### config.mk
export PLATFORM = sky130hd
export DESIGN_NAME = tlic_core
export DESIGN_NICKNAME = d
export VERILOG_FILES = /design/src/rtl/tlic_pkg.sv /design/src/rtl/tlic_core.sv
export VERILOG_INCLUDE_DIRS = /design/src /design/src/rtl
export SDC_FILE = /design/constraint.sdc
export NUM_CORES = 1
export LEC_CHECK = 0
export BUFFER_PORTS_ARGS = -buffer_cell sky130_fd_sc_hd__buf_2
export CAP_MARGIN = 40
export CORE_UTILIZATION = 45
export DETAILED_ROUTE_END_ITERATION = 10
export MAX_ROUTING_LAYER = met4
export PLACE_DENSITY = 0.7
export SLEW_MARGIN = 20
export SYNTH_ARGS = -nofsm -noshare
export SYNTH_HDL_FRONTEND = slang
export SYNTH_SLANG_ARGS = --single-unit
### constraint.sdc
create_clock -name i_clk -period 2.9 [get_ports i_clk]
set_input_delay 0 -clock i_clk [delete_from_list [all_inputs] [get_ports i_clk]]
set_output_delay 0 -clock i_clk [all_outputs]
set_load 0.05 [all_outputs]
### src/rtl/tlic_params.svh
`ifndef TLIC_PARAMS_SVH
`define TLIC_PARAMS_SVH
// ==========================================
// register offsets (word index on the plain port)
`define TLIC_OFS_RESET_CONTROL_REG 4'h0
`define TLIC_OFS_INTERRUPT_CONTROL_REG 4'h1
`define TLIC_OFS_FLAG 4'h2
`define TLIC_OFS_ENABLE 4'h3
`define TLIC_OFS_LEVEL 4'h4
`define TLIC_OFS_STATUS 4'h5
// ==========================================
// field positions
`define TLIC_BIT_PRIO_EN 7
`define TLIC_BIT_GIE_HI 7
`define TLIC_BIT_GIE_LO 6
`define TLIC_BIT_USB 5
// ==========================================
// vectors and reset values
`define TLIC_VEC_HIGH 21'h00_0008
`define TLIC_VEC_LOW 21'h00_0018
`define TLIC_RST_BYTE 8'h00
// ==========================================
// timing: external pin synchronizer depth, in clock cycles
`define TLIC_EXT_SYNC_CYCLES 2
`endif

### src/rtl/tlic_pkg.sv
package tlic_pkg;
	typedef enum logic [2:0] {
		TLIC_IDLE = 3'b001,
		TLIC_LOW = 3'b010,
		TLIC_HIGH = 3'b100
	} tlic_state_t;
	typedef logic [20:0] tlic_addr_t;
endpackage

### src/rtl/tlic_core.sv
// The implementer's own choices: the register addresses and strobed register access.
`timescale 1ns/1ps
// Function
// - priority mode: high 000008h, low 000018h
// - high request preempts running low routine
// - each source has flag, enable, level bits
// - priority mode only when reset_control bit 7
// - bit7 gates high sources, bit6 low sources
// - flag, enable, global enable all set vectors
// - reset clears priority mode; levels ignored then
// - compat: bit6 peripheral group, bit7 global
// - compat mode: every interrupt to 000008h
// - acceptance clears the global enable in use
// - low held off during high routine
// - push return address, load vector into pc
// - return instruction re-sets enable in use
// - external event latency three to four cycles
// - flags set regardless of any enable
// - usb events merge into one flag, bit 5
`include "tlic_params.svh"
module tlic_core #(
	parameter int NSRC = 8,
	parameter int NPERIPH_BASE = 3
) (
	input wire logic i_clk,
	input wire logic i_rst_n,
	input wire logic [3:0] i_addr,
	input wire logic [7:0] i_wdata,
	input wire logic i_wr,
	input wire logic i_rd,
	output logic [7:0] o_rdata,
	input wire logic [NSRC-1:0] i_event,
	input wire logic [NSRC-1:0] i_ext_pin,
	input wire logic [7:0] i_usb_events,
	input wire logic i_cycle_end,
	input wire logic i_return_from_interrupt_instr,
	input wire tlic_pkg::tlic_addr_t i_return_addr,
	output logic o_vector_load,
	output tlic_pkg::tlic_addr_t o_vector_addr,
	output logic o_stack_push,
	output tlic_pkg::tlic_addr_t o_push_addr,
	output logic o_in_high,
	output logic o_in_low
);
	import tlic_pkg::*;

	// ==========================================
	// control and per-source state
	logic priority_mode_enable;
	logic high_level_global_enable;
	logic low_level_global_enable;
	logic [NSRC-1:0] src_flag;
	logic [NSRC-1:0] src_enable;
	logic [NSRC-1:0] src_level;
	logic [NSRC-1:0] ext_s1;
	logic [NSRC-1:0] ext_s2;
	logic [NSRC-1:0] ext_prev;
	logic [7:0] usb_s1;
	logic [7:0] usb_s2;
	tlic_state_t state;
	tlic_state_t stacked;
	logic take_high;
	logic take_low;
	logic [NSRC-1:0] hit;
	logic [NSRC-1:0] set_ev;

	// ==========================================
	// eligibility decode
	function automatic logic is_periph(input int idx);
		return idx >= NPERIPH_BASE;
	endfunction

	// ext pins pass two flops; rising edge after sync gives 3-4 cycle latency
	always_ff @(posedge i_clk or negedge i_rst_n) begin
		if (!i_rst_n) begin
			ext_s1 <= '0;
			ext_s2 <= '0;
			ext_prev <= '0;
			usb_s1 <= '0;
			usb_s2 <= '0;
		end else begin
			ext_s1 <= i_ext_pin;
			ext_s2 <= ext_s1;
			ext_prev <= ext_s2;
			usb_s1 <= i_usb_events;
			usb_s2 <= usb_s1;
		end
	end

	always_comb begin
		set_ev = i_event | (ext_s2 & ~ext_prev);
		set_ev[`TLIC_BIT_USB] = set_ev[`TLIC_BIT_USB] | (|usb_s2);
	end

	genvar g;
	generate
		for (g = 0; g < NSRC; g++) begin : g_src
			always_comb begin
				if (!src_flag[g] || !src_enable[g]) begin
					hit[g] = 1'b0;
				end else if (priority_mode_enable) begin
					hit[g] = src_level[g] ? high_level_global_enable : low_level_global_enable;
				end else begin
					hit[g] = high_level_global_enable && (!is_periph(g) || low_level_global_enable);
				end
			end
		end
	endgenerate

	always_comb begin
		take_high = 1'b0;
		take_low = 1'b0;
		if (i_cycle_end && !o_vector_load) begin
			if (priority_mode_enable) begin
				take_high = |(hit & src_level) && state != TLIC_HIGH;
				take_low = !take_high && |(hit & ~src_level) && state == TLIC_IDLE;
			end else begin
				take_high = |hit && state == TLIC_IDLE;
			end
		end
	end

	// ==========================================
	// flags: event set wins over software clear
	always_ff @(posedge i_clk or negedge i_rst_n) begin
		if (!i_rst_n) begin
			src_flag <= '0;
		end else if (i_wr && i_addr == `TLIC_OFS_FLAG) begin
			src_flag <= i_wdata[NSRC-1:0] | set_ev;
		end else begin
			src_flag <= src_flag | set_ev;
		end
	end

	always_ff @(posedge i_clk or negedge i_rst_n) begin
		if (!i_rst_n) begin
			src_enable <= '0;
			src_level <= '1;
		end else if (i_wr && i_addr == `TLIC_OFS_ENABLE) begin
			src_enable <= i_wdata[NSRC-1:0];
		end else if (i_wr && i_addr == `TLIC_OFS_LEVEL) begin
			src_level <= i_wdata[NSRC-1:0];
		end
	end

	always_ff @(posedge i_clk or negedge i_rst_n) begin
		if (!i_rst_n) begin
			priority_mode_enable <= 1'b0;
		end else if (i_wr && i_addr == `TLIC_OFS_RESET_CONTROL_REG) begin
			priority_mode_enable <= i_wdata[`TLIC_BIT_PRIO_EN];
		end
	end

	// ==========================================
	// global enables: hardware clear on entry, set on return
	always_ff @(posedge i_clk or negedge i_rst_n) begin
		if (!i_rst_n) begin
			high_level_global_enable <= 1'b0;
			low_level_global_enable <= 1'b0;
		end else if (take_high) begin
			high_level_global_enable <= 1'b0;
		end else if (take_low) begin
			low_level_global_enable <= 1'b0;
		end else if (i_return_from_interrupt_instr) begin
			// in priority mode re-enable the level being left
			if (!priority_mode_enable || state == TLIC_HIGH || state == TLIC_IDLE) begin
				high_level_global_enable <= 1'b1;
			end else begin
				low_level_global_enable <= 1'b1;
			end
		end else if (i_wr && i_addr == `TLIC_OFS_INTERRUPT_CONTROL_REG) begin
			high_level_global_enable <= i_wdata[`TLIC_BIT_GIE_HI];
			low_level_global_enable <= i_wdata[`TLIC_BIT_GIE_LO];
		end
	end

	// ==========================================
	// service state; one nesting level, high over low
	always_ff @(posedge i_clk or negedge i_rst_n) begin
		if (!i_rst_n) begin
			state <= TLIC_IDLE;
			stacked <= TLIC_IDLE;
		end else if (take_high) begin
			stacked <= state;
			state <= TLIC_HIGH;
		end else if (take_low) begin
			state <= TLIC_LOW;
		end else if (i_return_from_interrupt_instr) begin
			case (state)
				TLIC_HIGH: begin
					state <= stacked;
					stacked <= TLIC_IDLE;
				end
				TLIC_LOW: state <= TLIC_IDLE;
				default: state <= TLIC_IDLE;
			endcase
		end
	end

	// ==========================================
	// core handoff, one-cycle pulses
	always_ff @(posedge i_clk or negedge i_rst_n) begin
		if (!i_rst_n) begin
			o_vector_load <= 1'b0;
			o_stack_push <= 1'b0;
			o_vector_addr <= '0;
			o_push_addr <= '0;
		end else begin
			o_vector_load <= take_high | take_low;
			o_stack_push <= take_high | take_low;
			if (take_high) begin
				o_vector_addr <= `TLIC_VEC_HIGH;
				o_push_addr <= i_return_addr;
			end else if (take_low) begin
				o_vector_addr <= `TLIC_VEC_LOW;
				o_push_addr <= i_return_addr;
			end
		end
	end

	always_ff @(posedge i_clk or negedge i_rst_n) begin
		if (!i_rst_n) begin
			o_in_high <= 1'b0;
			o_in_low <= 1'b0;
		end else begin
			o_in_high <= take_high || (state == TLIC_HIGH && !i_return_from_interrupt_instr);
			o_in_low <= take_low || (!take_high && state == TLIC_LOW && !i_return_from_interrupt_instr);
		end
	end

	// ==========================================
	// register reads, data one cycle after strobe
	always_ff @(posedge i_clk or negedge i_rst_n) begin
		if (!i_rst_n) begin
			o_rdata <= `TLIC_RST_BYTE;
		end else if (i_rd) begin
			case (i_addr)
				`TLIC_OFS_RESET_CONTROL_REG: o_rdata <= {priority_mode_enable, 7'h00};
				`TLIC_OFS_INTERRUPT_CONTROL_REG: o_rdata <= {high_level_global_enable, low_level_global_enable, 6'h00};
				`TLIC_OFS_FLAG: o_rdata <= 8'(src_flag);
				`TLIC_OFS_ENABLE: o_rdata <= 8'(src_enable);
				`TLIC_OFS_LEVEL: o_rdata <= 8'(src_level);
				`TLIC_OFS_STATUS: o_rdata <= {5'h00, state};
				default: o_rdata <= 8'h00;
			endcase
		end else begin
			o_rdata <= 8'h00;
		end
	end
endmodule

==> flow_metrics.py <==
metrics = {
    "power": {
        "power.switching_mw": 2.097,
        "power.density_nw_per_um2": 852.9,
        "peakVddDrop_uv": 771.6,
        "p_int_mw": 2.957,
        "p_clk_share_pct": 18.9,
        "swShare_pct": 41.49,
        "pwr-share-seq_pct": 41.7,
        "p_comb_share_pct": 39.4,
        "leakage_nw": 2.727,
    },
    "final_layout": {
        "drive_gt1_share_pct": 33.08,
        "layout.nets": 587,
        "n_antenna_cell": 0,
        "area_delta_synth_final_pct": 30.94,
        "final_core_util_pct": 60.62,
        "fill_cells": 815,
        "layout.cells.non_filler": 662,
    },
    "floorplan": {
        "die_area_sq_um": 10460,
        "die_h_microns": 102.3,
        "fp.dieW_microns": 102.3,
        "num_rows": 36,
        "pin_count": 117,
        "start_util_pct": 46.30,
        "coreArea_sq_um": 9774,
    },
    "worst_setup_path": {
        "cp-start-kind": "flop",
        "r2r_cells": 6,
        "rr_endpoint": "o_push_addr[12]$_DFFE_PN0P_",
        "cp_data_arrival_time_ns": 2.81,
        "r2r_start": "priority_mode_enable$_DFFE_PN0P_",
        "crit_path_end": "o_push_addr[12]$_DFFE_PN0P_",
        "required_ns": 3.16,
        "critPathSlowestCell": "dfrtp_1",
        "cp_max_fo": 16,
        "critPathTopFamily": "compound AO/OA/AOI/OAI gates",
        "cp.depth": 6,
        "reg2reg_slack_ns": 0.35,
        "path_buf_inv": 1,
        "startpoint": "priority_mode_enable$_DFFE_PN0P_",
        "cp-end-kind": "flop",
        "worstPathCellList": "o21a_1 -> nor2b_1 -> a2111o_1 -> o211ai_4 -> buf_4 -> mux2_4",
        "crit_path_max_incr_delay_ns": 0.57,
        "critPathKind": "flop to flop",
    },
    "place": {
        "hpwl_microns": 6356,
        "placedCellCount": 582,
        "gp_congestion": 0.8650,
        "dp_slack_ns": 0.3948,
        "io_buffer_count": 97,
    },
    "global_route": {
        "grt_pass1_wl_microns": 16260,
        "antenna_found_initial": 0,
        "track_usage_pct": 21.41,
        "grt-ovfl-total": 0,
        "first_global_vias": 3245,
        "grt_start_max_net_pins": 58,
    },
    "synth": {
        "yosysTopAreaCell": "dfrtp_1",
        "async_reset_ff_share_pct": 100.0,
        "synth_top_area_share_pct": 53.64,
        "yosys_warnings": 0,
        "synth_seq_area_share_pct": 59.44,
        "syn_area_per_cell_sq_um": 12.47,
        "netlist_instances": 363,
        "ys_types": 53,
        "yosys-top-cells-area": "dfrtp_1 (54%), mux2_2 (6.0%), dfstp_2 (5.8%)",
        "syn_area_sq_um": 4526,
        "ys_ff_latch": 107,
        "yosysMostFrequentCell": "dfrtp_1",
        "ys.flop_type": "dfrtp_1",
        "synth-edff-count": 0,
        "synth_common_cells": "dfrtp_1 (97), nand2_1 (30), mux2_2 (24)",
    },
    "timing": {
        "max-slew-margin-rel_pct": 51.76,
        "maxSlewViolCount": 0,
        "setup_viol": 0,
        "grt_setup_unrepaired": "no",
        "fin_skew_ns": 0.01646,
        "max_freq_mhz": 392.0,
        "hold_violations": 0,
        "min_period_ns": 2.551,
        "worstMarginPinSlew_ns": 0.7236,
        "final.period_utilization_pct": 87.96,
        "tns_ns": 0,
        "fin_ws_ns": 0.3492,
    },
    "drt": {
        "ant_nets": 0,
        "routed_wl_microns": 9992,
        "wire_per_inst_microns": 15.09,
        "drtPass1Iterations": 5,
        "via_per_inst": 5.021,
        "remaining_drc_errors": 0,
        "drt_iter0_markers": 138,
        "vias": 3324,
    },
    "clock_tree": {
        "clock_path_buffers": 2,
        "cts_tree": "built",
        "cts-root-buf": "clkbuf_8",
        "worst_skew_pair.late_latency_ns": 0.38,
        "path_clk_slew_ns": 0.12,
        "clkSinkCount": 107,
        "htree_levels": 3,
        "post_cts_buffers": 0,
        "cts_buffers": 9,
    },
    "min_path": {
        "hold_class": "input pin to flop",
    },
    "flow_run": {
        "max-cap-violations": 0,
    },
    "outcome": {
        "status": "complete, no violations",
    },
}
[tightest hold or removal path: stages]
cell	delay, ns
buf_2	0.13
nor2_1	0.12
a221oi_1	0.06
nor2_1	0.08
[flip-flops by register name (all words and copies together), names as in the netlist, 2 cells and up]
name,flops
o_push_addr,21
ext_prev,8
ext_s1,8
ext_s2,8
o_rdata,8
src_enable,8
src_flag,8
src_level,8
usb_s1,8
usb_s2,8
stacked,3
state,3
o_vector_addr,2
[area by class of cell]
cell class                      count  area (sq um)  area share (%)
Clock buffer                        9         123.9           2.090
Clock inverter                      7         96.34           1.626
Inverter                           13         48.80          0.8235
Multi-Input combinational cell    228          1629           27.49
Sequential cell                   107          2690           45.40
Tap cell                          133         166.4           2.808
Timing Repair Buffer              165          1171           19.76
[what timing repair did]
item	CTS	global route
gates resized for setup	0	0
endpoints found under the hold margin	117	0
hold buffers	64	0
[cell families after synthesis]
kind of cell,after synthesis,synth area share [%]
other,1,0.08286
AO/OA/AOI/OAI,55,9.013
flip-flops,107,59.44
AND/OR/NAND/NOR,110,13.27
multiplexers,43,11.94
XOR/XNOR,1,0.1936
buffers and inverters,46,6.055
[worst min-delay path by stage]
stage	startpoint	endpoint	slack, ns	depth (start not counted)
after CTS	i_addr[3]	o_rdata[2]$_DFF_PN0_	0.02	4
after global placement	i_rst_n	o_in_high$_DFF_PN0_	0.10	1
final	i_addr[3]	o_rdata[2]$_DFF_PN0_	0.06	4
after floorplan	i_rst_n	ext_prev[0]$_DFF_PN0_	-0.30	0
after global routing	i_addr[3]	o_rdata[2]$_DFF_PN0_	0.07	4
after detailed placement	i_ext_pin[6]	ext_s1[6]$_DFF_PN0_	0.11	1
[layer usage]
layer	GRT usage, %	wire, microns
met2	32.99	4757
met3	4.172	605
met1	28.35	4450
met4	7.582	179
met5	-	0
[cell usage in the layout (no fill, tap or decap), types with 3 or more instances in the layout]
cell type      netlist  final
a21oi_1             11     11
a221oi_1             3      3
a222oi_1             4      4
a22oi_1              3      3
a31oi_1              3      3
and2_1               3      3
and3_1               3      3
buf_2                3     96
buf_4               20      4
clkbuf_8             0      9
clkinv_8             0      3
conb_1               1     19
dfrtp_1             97     97
dfstp_2             10     10
dlygate4sd3_1        0     64
inv_1               13     13
mux2_2              24     24
mux2_4              16     16
mux2i_1              3      3
nand2_1             30     30
nand2b_1             9      9
nand3_1             16     16
nand3b_1             3      3
nand4_1              6      6
nor2_1              16     16
nor2b_1              7      7
nor3_1               3      3
o2111ai_1            4      4
o21ai_0              6      6
o22ai_1              5      5
[power by group through the flow]
stage          registers (mW)  logic (mW)  clock network, mW
6_report                 2.11        1.99              0.953
5_1_grt                  2.15        2.12               1.03
4_1_cts                  2.10        1.98              0.980
3_5_place_dp             2.12        1.93                  0
3_3_place_gp             2.12        1.89                  0
2_1_floorplan            2.61        1.03                  0
[per-stage QoR]
stage | hold slack [ns] | instance area, sq um | total power [mW]
final | 0.05740 | 5926 | 5.054
after global placement | 0.1033 | 5065 | 4.009
after CTS | 0.02275 | 5926 | 5.064
after floorplan | -0.2956 | 4593 | 3.637
after global routing | 0.06553 | 5926 | 5.306
after detailed placement | 0.1093 | 5065 | 4.047
Power figures use the tool's default switching activity.
